==> config.mk <==
export PLATFORM = sky130hd
export DESIGN_NAME = adc_daisy_chain_and_powerdown
export DESIGN_NICKNAME = d
export VERILOG_FILES = /design/src/logic/daisy_pkg.sv /design/src/logic/word_stream_if.sv /design/src/logic/pin_sync.sv /design/src/logic/word_buffer.sv /design/src/logic/adc_daisy_chain_and_powerdown.sv
export SDC_FILE = /design/constraint.sdc
export NUM_CORES = 1
export LEC_CHECK = 0
export ABC_AREA = 0
export BUFFER_PORTS_ARGS = -buffer_cell sky130_fd_sc_hd__buf_4
export CORE_MARGIN = 5
export CORE_UTILIZATION = 50
export CTS_CLUSTER_SIZE = 16
export DETAILED_ROUTE_END_ITERATION = 10
export GPL_TIMING_DRIVEN = 0
export PLACE_DENSITY = 0.71
export SLEW_MARGIN = 0
export SYNTH_ARGS = -nofsm -noshare
export SYNTH_HDL_FRONTEND = slang
export SYNTH_HIERARCHICAL = 1
export SYNTH_SLANG_ARGS = --single-unit
==> constraint.sdc <==
create_clock -name pclk -period 5.7 [get_ports pclk]
set_input_delay 0.855 -clock pclk [delete_from_list [all_inputs] [get_ports pclk]]
set_output_delay 0.855 -clock pclk [all_outputs]
set_load 0.02 [all_outputs]
==> src/logic/daisy_pkg.sv <==
// Constants and types for the cascaded converter serial port and power-down control
//
// Summary of operation
// - Serial output of each converter feeds the next cascade input; the last feeds the host.
// - After 16 result bits, the 17th shift clock shows the cascade input bit.
// - Serial output at read end equals cascade input present at read start.
// - With two devices, 17th clock puts upstream MSB on downstream output.
// - Analog sleep powers analog parts off except reference; stored result stays readable.
// - A conversion during analog sleep is meaningless and is flagged invalid.
// - Both sleeps: all analog off; result kept unless already shifted out.
// - Digital logic, registers and shifting keep working in every sleep state.
// - Reference sleep turns off only the reference; reference buffer stays on.
// - Output drives only with chip select low and read/convert high; select high means external clock.
// - External mode: MSB on 1st rising edge, LSB 16th, first cascade bit 17th.
package daisy_pkg;
    localparam int          WORD_BITS        = 16;
    localparam int          CNT_W            = 5;
    localparam logic [4:0]  TAG_COUNT        = 5'h10;
    localparam logic [4:0]  CNT_MAX          = 5'h1F;
    localparam logic [4:0]  INT_CLOCKS       = 5'h11;
    localparam int          ADDR_W           = 12;
    localparam logic [11:0] OFF_CTRL         = 12'h000;
    localparam logic [11:0] OFF_STATUS       = 12'h004;
    localparam logic [11:0] OFF_RESULT       = 12'h008;
    localparam int          CTRL_LOAD_EN     = 0;
    localparam logic        CTRL_LOAD_RESET  = 1'b1;
    localparam int          ST_LOADED        = 0;
    localparam int          ST_INVALID       = 1;
    localparam int          ST_ASLEEP        = 2;
    localparam int          ST_RSLEEP        = 3;
    localparam int          ST_CNT_LSB       = 4;
    localparam int          CLK_PERIOD_NS    = 5;
    localparam int          INT_CLK_NS       = 96;
    localparam int          INT_HALF_RAW     = INT_CLK_NS / (2 * CLK_PERIOD_NS);
    localparam logic [4:0]  INT_HALF_CYC     = 5'(INT_HALF_RAW < 1 ? 1 : INT_HALF_RAW);
    localparam int          PIN_CLK          = 0;
    localparam int          PIN_TAG          = 1;
    localparam int          PIN_CS_N         = 2;
    localparam int          PIN_RC           = 3;
    localparam int          PIN_EXT          = 4;
    localparam int          PIN_ASLEEP       = 5;
    localparam int          PIN_RSLEEP       = 6;
    localparam int          PIN_COUNT        = 7;

    typedef enum logic [2:0]
    {
        SH_EMPTY  = 3'h1,
        SH_LOADED = 3'h2,
        SH_SHIFT  = 3'h4
    } shift_state_t;
endpackage

==> src/logic/word_stream_if.sv <==
// Valid/ready word carrier between the buffer and the shifter
`timescale 1ns/100ps
`default_nettype none
interface word_stream_if;
    logic [15:0] data;
    logic        valid;
    logic        ready;
    modport src (output data, output valid, input ready);
    modport snk (input data, input valid, output ready);
endinterface
`default_nettype wire

==> src/logic/pin_sync.sv <==
// Two-flop synchronisers with edge detection for the pin inputs
`timescale 1ns/100ps
`default_nettype none
module pin_sync #(
    parameter int W = 7
) (
    // Clock and reset
    input  wire logic         pclk,
    input  wire logic         presetn,
    // Pins and synchronised view
    input  wire logic [W-1:0] pins,
    output logic      [W-1:0] level,
    output logic      [W-1:0] rise,
    output logic      [W-1:0] fall
);
    logic [W-1:0] meta_ff;
    logic [W-1:0] sync_ff;
    logic [W-1:0] prev_ff;

    // First stage feeds only the second
    always_ff @(posedge pclk or negedge presetn)
    begin
        if (!presetn)
        begin
            meta_ff <= '0;
            sync_ff <= '0;
            prev_ff <= '0;
        end
        else
        begin
            meta_ff <= pins;
            sync_ff <= meta_ff;
            prev_ff <= sync_ff;
        end
    end

    generate
        for (genvar i = 0; i < W; i++)
        begin : g_edge
            assign rise[i] = sync_ff[i] & ~prev_ff[i];
            assign fall[i] = ~sync_ff[i] & prev_ff[i];
        end
    endgenerate
    assign level = sync_ff;
endmodule // pin_sync
`default_nettype wire

==> src/logic/word_buffer.sv <==
// Two-entry result buffer with valid/ready on both sides
`timescale 1ns/100ps
`default_nettype none
module word_buffer (
    // Clock and reset
    input  wire logic         pclk,
    input  wire logic         presetn,
    // Fill side
    input  wire logic [15:0]  in_data,
    input  wire logic         in_valid,
    output logic              in_ready,
    // Drain side
    word_stream_if.src        out
);
    logic [15:0] mem [2];
    logic        wr_ptr_ff;
    logic        rd_ptr_ff;
    logic [1:0]  count_ff;
    logic        push;
    logic        pop;

    assign in_ready  = (count_ff != 2'h2);
    assign out.valid = (count_ff != 2'h0);
    assign out.data  = mem[rd_ptr_ff];
    assign push      = in_valid & in_ready;
    assign pop       = out.valid & out.ready;

    always_ff @(posedge pclk)
    begin
        if (push)
            mem[wr_ptr_ff] <= in_data;
    end

    always_ff @(posedge pclk or negedge presetn)
    begin
        if (!presetn)
        begin
            wr_ptr_ff <= 1'b0;
            rd_ptr_ff <= 1'b0;
            count_ff  <= 2'h0;
        end
        else
        begin
            if (push)
                wr_ptr_ff <= ~wr_ptr_ff;
            if (pop)
                rd_ptr_ff <= ~rd_ptr_ff;
            count_ff <= 2'(count_ff + {1'b0, push} - {1'b0, pop});
        end
    end
endmodule // word_buffer
`default_nettype wire

==> src/logic/adc_daisy_chain_and_powerdown.sv <==
// Cascadable serial result port with power-down control and APB registers
`timescale 1ns/100ps
`default_nettype none
module adc_daisy_chain_and_powerdown (
    // APB slave
    input  wire logic                         pclk,
    input  wire logic                         presetn,
    input  wire logic                         psel,
    input  wire logic                         penable,
    input  wire logic                         pwrite,
    input  wire logic [daisy_pkg::ADDR_W-1:0] paddr,
    input  wire logic [31:0]                  pwdata,
    output logic      [31:0]                  prdata,
    output logic                              pready,
    output logic                              pslverr,
    // Conversion results from the converter core
    input  wire logic [15:0]                  conv_data,
    input  wire logic                         conv_valid,
    output logic                              conv_ready,
    // Serial pins
    input  wire logic                         shift_clock_in,
    output logic                              shift_clock_out,
    output logic                              shift_clock_oe_n,
    input  wire logic                         cascade_in,
    output logic                              serial_result_out,
    output logic                              serial_result_oe_n,
    input  wire logic                         chip_select_n,
    input  wire logic                         read_convert,
    input  wire logic                         ext_clock_select,
    // Power-down pins and analog enables
    input  wire logic                         analog_sleep,
    input  wire logic                         reference_sleep,
    output logic                              analog_power_on,
    output logic                              reference_power_on,
    output logic                              ref_buffer_power_on
);
    import daisy_pkg::*;

    logic [PIN_COUNT-1:0] pins;
    logic [PIN_COUNT-1:0] pin_lvl;
    logic [PIN_COUNT-1:0] pin_rise;
    logic [PIN_COUNT-1:0] pin_fall;
    word_stream_if        drain ();

    logic                 ext_mode;
    logic                 asleep;
    logic                 rsleep;
    logic                 read_open;
    logic                 frame;
    logic                 rise_evt;
    logic                 load_fire;
    logic                 drop_fire;
    logic                 int_rise;
    logic                 int_fall;
    logic                 set_invalid;
    logic                 clr_invalid;
    logic                 setup_phase;
    logic                 wr_fire;

    shift_state_t         state_ff;
    shift_state_t         nxt_state;
    logic [15:0]          shifter_ff;
    logic                 out_bit_ff;
    logic [CNT_W-1:0]     bit_cnt_ff;
    logic [15:0]          result_ff;
    logic                 invalid_ff;
    logic                 load_en_ff;
    logic                 int_active_ff;
    logic                 int_level_ff;
    logic [4:0]           int_div_ff;
    logic [CNT_W-1:0]     int_cnt_ff;
    logic                 a_on_ff;
    logic                 r_on_ff;
    logic                 b_on_ff;
    logic [31:0]          prdata_ff;
    logic                 pslverr_ff;
    logic [31:0]          rd_word;
    logic                 rd_hit;

    assign pins[PIN_CLK]    = shift_clock_in;
    assign pins[PIN_TAG]    = cascade_in;
    assign pins[PIN_CS_N]   = chip_select_n;
    assign pins[PIN_RC]     = read_convert;
    assign pins[PIN_EXT]    = ext_clock_select;
    assign pins[PIN_ASLEEP] = analog_sleep;
    assign pins[PIN_RSLEEP] = reference_sleep;

    pin_sync #(.W(PIN_COUNT)) u_sync (
        .pclk    (pclk),
        .presetn (presetn),
        .pins    (pins),
        .level   (pin_lvl),
        .rise    (pin_rise),
        .fall    (pin_fall)
    );

    // Results wait here while a read is under way
    word_buffer u_buf (
        .pclk     (pclk),
        .presetn  (presetn),
        .in_data  (conv_data),
        .in_valid (conv_valid),
        .in_ready (conv_ready),
        .out      (drain)
    );

    assign ext_mode  = pin_lvl[PIN_EXT];
    assign asleep    = pin_lvl[PIN_ASLEEP];
    assign rsleep    = pin_lvl[PIN_RSLEEP];
    assign read_open = ~pin_lvl[PIN_CS_N] & pin_lvl[PIN_RC];
    assign frame     = ext_mode ? read_open : int_active_ff;
    // Host edges outside an open read are ignored so stray clocks cannot eat data
    assign rise_evt  = ext_mode ? (pin_rise[PIN_CLK] & read_open) : int_rise;

    // Load only into an empty shifter: nothing corrupted mid-read, nothing lost unread except words drained during analog sleep
    assign drain.ready = load_en_ff & ~frame & (state_ff == SH_EMPTY);
    assign load_fire   = drain.valid & drain.ready & ~asleep;
    assign drop_fire   = drain.valid & drain.ready & asleep;

    always_comb
    begin
        nxt_state = state_ff;
        case (state_ff)
            SH_EMPTY:
                if (load_fire)
                    nxt_state = SH_LOADED;
            SH_LOADED:
                if (rise_evt)
                    nxt_state = SH_SHIFT;
            SH_SHIFT:
                // Shifted data are gone; nothing is kept for a second read
                if (!frame)
                    nxt_state = SH_EMPTY;
            default:
                nxt_state = SH_EMPTY;
        endcase
    end

    always_ff @(posedge pclk or negedge presetn)
    begin
        if (!presetn)
            state_ff <= SH_EMPTY;
        else
            state_ff <= nxt_state;
    end

    // Shifter keeps running whatever the sleep inputs say
    always_ff @(posedge pclk or negedge presetn)
    begin
        if (!presetn)
        begin
            shifter_ff <= 16'h0000;
            out_bit_ff <= 1'b0;
            bit_cnt_ff <= 5'h00;
        end
        else if (load_fire)
        begin
            shifter_ff <= drain.data;
            bit_cnt_ff <= 5'h00;
        end
        else if (rise_evt)
        begin
            out_bit_ff <= shifter_ff[WORD_BITS-1];
            shifter_ff <= {shifter_ff[WORD_BITS-2:0], pin_lvl[PIN_TAG]};
            if (bit_cnt_ff != CNT_MAX)
                bit_cnt_ff <= 5'(bit_cnt_ff + 5'h01);
        end
    end

    // Last loaded word stays readable over the register port
    always_ff @(posedge pclk or negedge presetn)
    begin
        if (!presetn)
            result_ff <= 16'h0000;
        else if (load_fire)
            result_ff <= drain.data;
    end

    // Internal clock mode: device makes its own shift clock for one word plus tag
    always_ff @(posedge pclk or negedge presetn)
    begin
        if (!presetn)
        begin
            int_active_ff <= 1'b0;
            int_level_ff  <= 1'b0;
            int_div_ff    <= 5'h00;
            int_cnt_ff    <= 5'h00;
        end
        else if (load_fire && !ext_mode)
        begin
            int_active_ff <= 1'b1;
            int_level_ff  <= 1'b0;
            int_div_ff    <= 5'h00;
            int_cnt_ff    <= 5'h00;
        end
        else if (int_active_ff)
        begin
            if (int_div_ff == INT_HALF_CYC - 5'h01)
            begin
                int_div_ff   <= 5'h00;
                int_level_ff <= ~int_level_ff;
                if (int_level_ff && int_cnt_ff == INT_CLOCKS)
                    int_active_ff <= 1'b0;
            end
            else
            begin
                int_div_ff <= 5'(int_div_ff + 5'h01);
            end
            if (int_rise)
                int_cnt_ff <= 5'(int_cnt_ff + 5'h01);
        end
    end

    assign int_rise = int_active_ff & ~int_level_ff & (int_div_ff == INT_HALF_CYC - 5'h01);
    assign int_fall = int_active_ff & int_level_ff & (int_div_ff == INT_HALF_CYC - 5'h01);

    assign shift_clock_out    = int_level_ff;
    assign shift_clock_oe_n   = ext_mode;
    assign serial_result_out  = out_bit_ff;
    assign serial_result_oe_n = ~read_open;

    // Power enables: reference and its buffer are handled separately
    always_ff @(posedge pclk or negedge presetn)
    begin
        if (!presetn)
        begin
            a_on_ff <= 1'b0;
            r_on_ff <= 1'b0;
            b_on_ff <= 1'b0;
        end
        else
        begin
            a_on_ff <= ~asleep;
            r_on_ff <= ~rsleep;
            b_on_ff <= ~asleep;
        end
    end

    assign analog_power_on     = a_on_ff;
    assign reference_power_on  = r_on_ff;
    assign ref_buffer_power_on = b_on_ff;

    // APB slave, zero wait states
    assign setup_phase = psel & ~penable;
    assign wr_fire     = psel & penable & pwrite;
    assign pready      = psel & penable;
    assign prdata      = prdata_ff;
    assign pslverr     = pslverr_ff;
    assign set_invalid = drop_fire;
    assign clr_invalid = wr_fire & (paddr == OFF_STATUS) & pwdata[ST_INVALID];

    always_ff @(posedge pclk or negedge presetn)
    begin
        if (!presetn)
            load_en_ff <= CTRL_LOAD_RESET;
        else if (wr_fire && paddr == OFF_CTRL)
            load_en_ff <= pwdata[CTRL_LOAD_EN];
    end

    // Set beats a simultaneous clear so no invalid conversion goes unseen
    always_ff @(posedge pclk or negedge presetn)
    begin
        if (!presetn)
            invalid_ff <= 1'b0;
        else if (set_invalid)
            invalid_ff <= 1'b1;
        else if (clr_invalid)
            invalid_ff <= 1'b0;
    end

    always_comb
    begin
        rd_word = 32'h00000000;
        rd_hit  = 1'b1;
        case (paddr)
            OFF_CTRL:
                rd_word[CTRL_LOAD_EN] = load_en_ff;
            OFF_STATUS:
            begin
                rd_word[ST_LOADED]  = (state_ff == SH_LOADED);
                rd_word[ST_INVALID] = invalid_ff;
                rd_word[ST_ASLEEP]  = asleep;
                rd_word[ST_RSLEEP]  = rsleep;
                rd_word[ST_CNT_LSB +: CNT_W] = bit_cnt_ff;
            end
            OFF_RESULT:
                rd_word[WORD_BITS-1:0] = result_ff;
            default:
                rd_hit = 1'b0;
        endcase
    end

    always_ff @(posedge pclk or negedge presetn)
    begin
        if (!presetn)
        begin
            prdata_ff  <= 32'h00000000;
            pslverr_ff <= 1'b0;
        end
        else if (setup_phase)
        begin
            prdata_ff  <= pwrite ? 32'h00000000 : rd_word;
            pslverr_ff <= ~rd_hit;
        end
    end

    // Checking helpers
    logic       first_tag_ff;
    logic [15:0] loaded_ff;
    always_ff @(posedge pclk or negedge presetn)
    begin
        if (!presetn)
        begin
            first_tag_ff <= 1'b0;
            loaded_ff    <= 16'h0000;
        end
        else
        begin
            if (load_fire)
                loaded_ff <= drain.data;
            if (rise_evt && !load_fire && bit_cnt_ff == 5'h00)
                first_tag_ff <= pin_lvl[PIN_TAG];
        end
    end
endmodule // adc_daisy_chain_and_powerdown
`default_nettype wire

==> out/qor.csv, run 1 <==
metric,value,unit
status,completed,
CTS tree,done,
reg2reg end,bit_cnt_ff[3],
Slew @ Worst Pin,1130,ps
post-CTS sizing,0,
Fin. Hold Viols,0,
max_cap viols,0,
hold slack,346,ps
ANT nets after route,0,
drt initial violations,154,
power per cell area,336,nW/µm²
CTS root buffer,clkbuf_8,
IO buf count,68,
worst endpoint required time,6090,ps
"non-filler cells, final",666,
CP arrival,2570,ps
Top delay family on crit path,simple AND/OR/NAND/NOR gates,
Starting Density,51.4,%
clock sink count,125,
"commonest non-fill, non-tap cell in the layout",dfrtp_1,
die area,12800,µm²
fin area,6590,µm²
Pint,0.00166,W
Final setup viols,0,
Total GRT Usage,16.7,%
Hold EP,u_sync/level[4],
final global-route overflow total,0,
fin util,63.8,%
Highest Clock Rate,458,MHz
Yosys warning count,6,
Leak,3.03,nW
placed instance count,633,
die height,113,µm
Worst Setup End Kind,flop,
core area,10300,µm²
R2R depth,7,
WL final,9990,µm
"Net count, final",598,
final period utilization,38.3,%
Bufs and invs on worst path,0,
Antenna Cells,0,
Startpoint Class,flop,
Post-CTS Setup Inserts,0,
via count of the first global-routing pass,3446,
global-route wire length before repair,16900,µm
Clock power frac,42.4,%
syn_area_per_cell,12.8,µm²
post-synth design cell area,5310,µm²
CP cell instances,"ha_1, and3_1, ha_1, or2_2, o32ai_4, nand4_1, mux2i_1",
RSZ-0062 raised after global routing,false,
Routed WL per cell,15.0,µm
VDD IR max,0.217,mV
clock transition at the registers of the reported paths,60,ps
max incr delay on CP,420,ps
I/O pin cnt,115,
vias per cell,5.00,
P_sw,0.000557,W
Period minus WS final,2180,ps
RR Startpoint,bit_cnt_ff[0],
Clock Skew,15.0,ps
TritonRoute pass-1 iters,4,
row cnt,37,
DRC violations left,0,
clk_lat worst skew,510,ps
hold path start,u_sync/meta_ff[4],
DP HPWL,6960,µm
largest net degree at the start of global routing,94,
Reg2Reg Setup Slack,3520,ps
combinational share of power,9.9,%
Clock Path Buffers,2,
critical-path maximum fanout,5,
Cells on Worst Hold Path,0,
DR vias,3333,
Seq pwr share,47.8,%
H-tree depth,4,
GPL Wtd Cong,0.777,
Area Growth Syn to Fin,24.0,%
initial antenna violation count,0,
Die Width,113,µm
"most used cell, CP",ha_1,
sw frac,25.2,%
relative slew slack,24.7,%
post-route setup TNS,0,ps
Slowest cell on crit path,dfrtp_1,
share of layout cells above drive strength 1,30.4,%
TritonCTS buffer count,17,
Syn Inst Count,414,
HP Class,flop to flop,
dpl cell area,6050,µm²
hold_buf cts,0,
Max Slew Vio Count,0,
"commonest non-fill, non-tap cells in the layout","dfrtp_1, buf_4, nand2_1, edfxtp_1, mux2i_1",
kind of critical path,flop to flop,
-- cell type report --
class,instances,area [µm²]
clock inverters,14,113
multi-input cells,264,1800
repair buffers,69,518
inverters,7,26.3
fillers,815,3740
well taps,136,170
clock buffers,18,418
flip-flops and latches,125,3290
plain buffers,33,251
-- metrics by stage --
stage / worst slack [ps] / power, W
after floorplan: 3560 / 0.00120
after global placement: 3230 / 0.00128
after detailed placement: 3200 / 0.00129
after CTS: 3520 / 0.00224
after global routing: 3410 / 0.00231
final: 3520 / 0.00221
-- worst max-delay path by stage --
stage	to	depth (start not counted)	start
global route	u_buf/count_ff[1]	10	u_sync/level[4]
global placement	u_buf/mem[0][10]	3	conv_valid
detailed placement	u_buf/mem[0][10]	3	conv_valid
CTS	bit_cnt_ff[3]	7	bit_cnt_ff[0]
finish	bit_cnt_ff[3]	7	bit_cnt_ff[0]
floorplan	prdata[6]	5	paddr[4]
-- power by group through the flow --
stage / combinational, W / sequential (W) / clock [W]
floorplan: 0.000136 / 0.00106 / 0
global placement: 0.000207 / 0.00107 / 0
detailed placement: 0.000213 / 0.00107 / 0
CTS: 0.000218 / 0.00106 / 0.000961
global route: 0.000247 / 0.00107 / 0.000995
finish: 0.000218 / 0.00106 / 0.000937
-- layer usage --
layer  routed length (µm)  part of all wire, %  track usage (%)  vias to the layer above
met4                  182                  1.8             7.05                        0
met5                    0                    0                0                        -
met1                 4550                   46             22.8                     1569
li1                     -                    -                -                     1641
met3                  761                  7.6             4.44                       10
met2                 4490                   45             25.5                      113
-- flip-flops by register name, indices dropped and copies added (netlist names), 2 cells and up --
name            cells
prdata             16
u_buf/mem          32
int_div_ff          5
state_ff            3
shifter_ff         16
int_cnt_ff          5
u_sync/meta_ff      7
bit_cnt_ff          5
u_sync/level        7
result_ff          16
u_buf/count_ff      2
(Power assumes the default switching activity.)
==> inputs of run 2 (changes only) <==
Clock period 5.7 ns to 2.1 ns, I/O delays scaled along.
==> out/qor.csv, run 2 (synthesized netlist as in run 1, its figures left out) <==
metric,value,unit
Leak,3.15,nW
Starting Density,51.4,%
global-route wire length before repair,17200,µm
power per cell area,888,nW/µm²
clock sink count,125,
row cnt,37,
Period minus WS final,1990,ps
drt initial violations,186,
"commonest non-fill, non-tap cells in the layout","buf_4, dfrtp_1, nand2_1, edfxtp_1, dlygate4sd3_1",
die area,12800,µm²
IO buf count,68,
Total GRT Usage,17.1,%
CTS root buffer,clkbuf_8,
clock transition at the registers of the reported paths,60,ps
max FFs per register,32,
DR vias,3445,
vias per cell,4.97,
Die Width,113,µm
HP Class,input port to asynchronous set/reset pin,
GPL Wtd Cong,0.777,
largest net degree at the start of global routing,94,
combinational share of power,11.1,%
"most used cell, CP",ha_2,
DP HPWL,6960,µm
worst endpoint required time,2490,ps
final period utilization,94.8,%
Antenna Cells,0,
final global-route overflow total,0,
Worst Setup End Kind,flop,
relative slew slack,25.0,%
critical-path maximum fanout,5,
TritonRoute pass-1 iters,4,
Area Growth Syn to Fin,29.4,%
sw frac,25.4,%
max_cap viols,0,
Max Slew Vio Count,0,
"commonest non-fill, non-tap cell in the layout",buf_4,
Clock Path Buffers,2,
RSZ-0062 raised after global routing,true,
DRC violations left,0,
kind of critical path,flop to flop,
via count of the first global-routing pass,3518,
Final setup viols,0,
"Net count, final",625,
VDD IR max,0.587,mV
Clock power frac,41.9,%
Reg with most FFs,u_buf/mem,
Startpoint Class,flop,
WL final,10300,µm
fin util,66.6,%
share of layout cells above drive strength 1,31.1,%
Clock Skew,5.98,ps
placed instance count,633,
Seq pwr share,47.0,%
ANT nets after route,0,
Highest Clock Rate,502,MHz
Slew @ Worst Pin,1120,ps
Pint,0.00455,W
die height,113,µm
Fin. Hold Viols,0,
CP arrival,2380,ps
clk_lat worst skew,510,ps
CP cell instances,"ha_2, and3_1, ha_2, or2_4, o32ai_4, buf_4, xnor2_1, nor2_1",
Slowest cell on crit path,dfrtp_1,
max incr delay on CP,380,ps
status,completed,
CTS tree,done,
P_sw,0.00155,W
TritonCTS buffer count,17,
H-tree depth,4,
I/O pin cnt,115,
initial antenna violation count,0,
Routed WL per cell,14.9,µm
"non-filler cells, final",693,
core area,10300,µm²
-- run 2: area by class of cell --
type                    count  area [µm²]
fillers                   780        3450
repair buffers             96         778
clock inverters            14         113
plain buffers              33         255
inverters                   7        26.3
well taps                 136         170
flip-flops and latches    125        3290
clock buffers              18         418
multi-input cells         264        1820
-- run 2: metal layers --
layer | vias up | GRT usage [%] | share of wire (%)
met5 | - | 0 | 0
met2 | 99 | 26.4 | 46
met3 | 18 | 4.87 | 7.0
met1 | 1632 | 22.9 | 45
met4 | 0 | 6.97 | 2.2
li1 | 1696 | - | -
-- run 2: repair_timing --
item / in CTS / in global routing
endpoints found under the hold margin: 39 / 0
buffers inserted: 5 / 0
pin swaps: 2 / 1
setup endpoints to repair: 20 / 5
resized for setup: 2 / 9
hold buffers: 23 / 0
-- run 2: final timing paths --
kind                                endpoint  cells past startpoint  slack (ps)               from
max                            bit_cnt_ff[0]                      8         110      bit_cnt_ff[0]
min                        u_sync/meta_ff[3]                      1           8            presetn
max reg2reg                    bit_cnt_ff[0]                      8         110      bit_cnt_ff[0]
min reg2reg                  u_sync/level[4]                      0         350  u_sync/meta_ff[4]
max in group asynchronous    u_sync/level[4]                      1        1350            presetn
min in group pclk                 load_en_ff                      2          50          pwdata[0]
-- run 2: metrics by stage --
step	cell area, µm²	hold WS, ps	worst slack, ps	TNS, ps	total power [W]
after floorplan	5370	19.4	142	0	0.00326
after global placement	6050	333	-17.7	-17.7	0.00347
after detailed placement	6050	335	-37.1	-90.4	0.00349
after CTS	6850	35.0	16.6	0	0.00614
after global routing	6870	42.1	-5.84	-5.84	0.00636
final	6870	7.80	109	0	0.00611
-- run 2: power by group through the flow --
stage	combinational (W)	sequential, W	clock [W]
after floorplan	0.000368	0.00289	0
after global placement	0.000562	0.00290	0
after detailed placement	0.000578	0.00292	0
after CTS	0.000670	0.00286	0.00261
after global routing	0.000758	0.00290	0.00271
final	0.000681	0.00287	0.00256
-- run 2: worst max-delay path: cells and delay by family (launching register included) --
family,cells,cell delay (ps)
simple gates,3,490
compound gates,1,340
flops,1,380
buf+inv,1,190
fa+ha+maj,2,370
xor+xnor,1,110
==> inputs of run 3 (changes only) <==
Settings changed: BUFFER_PORTS_ARGS -buffer_cell sky130_fd_sc_hd__buf_4 to not set, DONT_BUFFER_PORTS set to 1, PLACE_DENSITY 0.71 to 0.62, SYNTH_HIERARCHICAL 1 to not set.
==> out/qor.csv, run 3 <==
metric,value,unit
syn_area_per_cell,13.3,µm²
"commonest non-fill, non-tap cell in the layout",dfrtp_1,
"commonest non-fill, non-tap cells in the layout","dfrtp_1, mux2i_1, edfxtp_1, nand2_1, dlygate4sd3_1",
H-tree depth,4,
status,"complete, but fails checks",
DP HPWL,6640,µm
CTS root buffer,clkbuf_8,
DR vias,3155,
post-route setup TNS,0,ps
Yosys top cell area share,43.3,%
Slowest cell on crit path,dfstp_2,
Period minus WS final,2010,ps
Slew @ Worst Pin,823,ps
Reg with most FFs,u_buf.mem,
HP Class,input port to asynchronous set/reset pin,
fin area,6350,µm²
largest net degree at the start of global routing,94,
final period utilization,95.9,%
Startpoint Class,flop,
die area,12700,µm²
CTS tree,done,
power per cell area,950,nW/µm²
CP cell instances,"and4bb_2, o21ai_0, nor3_2, ha_1, inv_1, ha_1, xnor2_1, xnor2_1",
Clock Skew,8.90,ps
initial antenna violation count,0,
Async SR Flop Fraction,74.4,%
sequential area share after synthesis,62.6,%
VDD IR max,0.548,mV
"Primary FF master, synth",dfrtp_1,
via count of the first global-routing pass,3057,
hold_buf cts,26,
ANT nets after route,0,
IO buf count,0,
Worst Setup End Kind,flop,
failing checks,negative hold slack,
final global-route overflow total,0,
I/O pin cnt,115,
global-route wire length before repair,16000,µm
"Net count, final",539,
Bufs and invs on worst path,1,
"top cells by area, synth","dfrtp_1, edfxtp_1, mux2i_1, buf_4, o21a_1",
Synth area leader,dfrtp_1,
Top delay family on crit path,flip-flops,
Area Growth Syn to Fin,20.7,%
most common cell in the netlist,dfrtp_1,
CP arrival,2450,ps
Yosys warning count,0,
max_cap viols,0,
kind of critical path,flop to flop,
share of layout cells above drive strength 1,18.0,%
Total GRT Usage,16.2,%
TritonCTS buffer count,17,
clock transition at the registers of the reported paths,60,ps
drt initial violations,147,
clk_lat worst skew,510,ps
Routed WL per cell,15.9,µm
max incr delay on CP,550,ps
Syn Inst Count,394,
critical-path maximum fanout,3,
DRC violations left,0,
vias per cell,5.20,
dpl cell area,5480,µm²
post-synth design cell area,5260,µm²
Die Width,113,µm
Highest Clock Rate,496,MHz
clock sink count,125,
Clock Path Buffers,2,
Leak,2.85,nW
Antenna Cells,0,
Synth top cells by count,"dfrtp_1, mux2i_1, edfxtp_1",
worst endpoint required time,2540,ps
Final setup viols,0,
max FFs per register,32,
Unique masters post-synth,58,
row cnt,37,
Fin. Hold Viols,93,
TritonRoute pass-1 iters,4,
hold slack,-504,ps
GPL Wtd Cong,0.815,
die height,113,µm
Seq cells post-synth,125,
"EDFF count, synth",32,
Starting Density,51.1,%
Tot Pwr,0.00603,W
WL final,9650,µm
relative slew slack,45.1,%
core area,10300,µm²
Max Slew Vio Count,0,
-- run 3: final cells by class --
type | instances | area (µm²)
Buffer | 31 | 214
Clock buffer | 17 | 414
Clock inverter | 15 | 139
Fill cell | 828 | 3930
Inverter | 10 | 37.5
Multi-Input combinational cell | 243 | 1780
Sequential cell | 125 | 3290
Tap cell | 136 | 170
Timing Repair Buffer | 30 | 303
-- run 3: per-layer routing --
| layer | part of all wire [%] | track usage (%) | vias to the layer above |
|---|---|---|---|
| met5 | 0 | 0 | - |
| met4 | 1.1 | 6.65 | 0 |
| met3 | 7.7 | 5.66 | 11 |
| met2 | 44 | 23.0 | 95 |
| met1 | 47 | 22.7 | 1524 |
| li1 | - | - | 1525 |
-- run 3: path summary, 6_finish.rpt --
| path | depth (start not counted) | from | slack, ps | endpoint |
|---|---|---|---|---|
| max | 8 | load_en_ff | 90 | u_buf.count_ff[1] |
| min | 0 | presetn | -500 | int_cnt_ff[4] |
| max reg2reg | 8 | load_en_ff | 90 | u_buf.count_ff[1] |
| min reg2reg | 0 | u_sync.meta_ff[6] | 350 | u_sync.level[6] |
| max in group asynchronous | 0 | presetn | 2400 | state_ff[0] |
| min in group pclk | 2 | conv_valid | 30 | u_buf.wr_ptr_ff |
-- run 3: repair_timing --
item | 4_1_cts | 5_1_grt
gates resized for setup | 2 | 0
endpoints found under the setup margin | 18 | 6
hold endpoints to repair | 134 | 93
setup buffers | 0 | 4
pin swaps | 0 | 1
-- run 3: logic make-up after synthesis --
group	Yosys count	synth area share (%)
AO/OA/AOI/OAI	74	11.0
XOR/XNOR	12	2.00
adder cells (fa/ha/maj)	8	1.90
buffers and inverters	41	4.78
flip-flops	125	62.6
multiplexers	36	6.90
other	1	0.0713
AND/OR/NAND/NOR	97	10.8
-- run 3: through the flow --
step	hold slack, ps	instances	setup WS, ps	util, %
floorplan	19.4	409	188	-
global placement	22.6	545	-205	53.3
detailed placement	23.5	545	-169	53.3
CTS	-529	603	18.4	61.3
global route	-540	607	-32.4	61.7
finish	-504	607	85.8	61.7
-- run 3: power by group --
| part | total, W | leakage, nW | internal, W | switching (W) |
|---|---|---|---|---|
| clock network | 0.00269 | 0.258 | 0.00158 | 0.00111 |
| logic | 0.000451 | 1.06 | 0.000187 | 0.000264 |
| registers | 0.00289 | 1.53 | 0.00277 | 0.000119 |
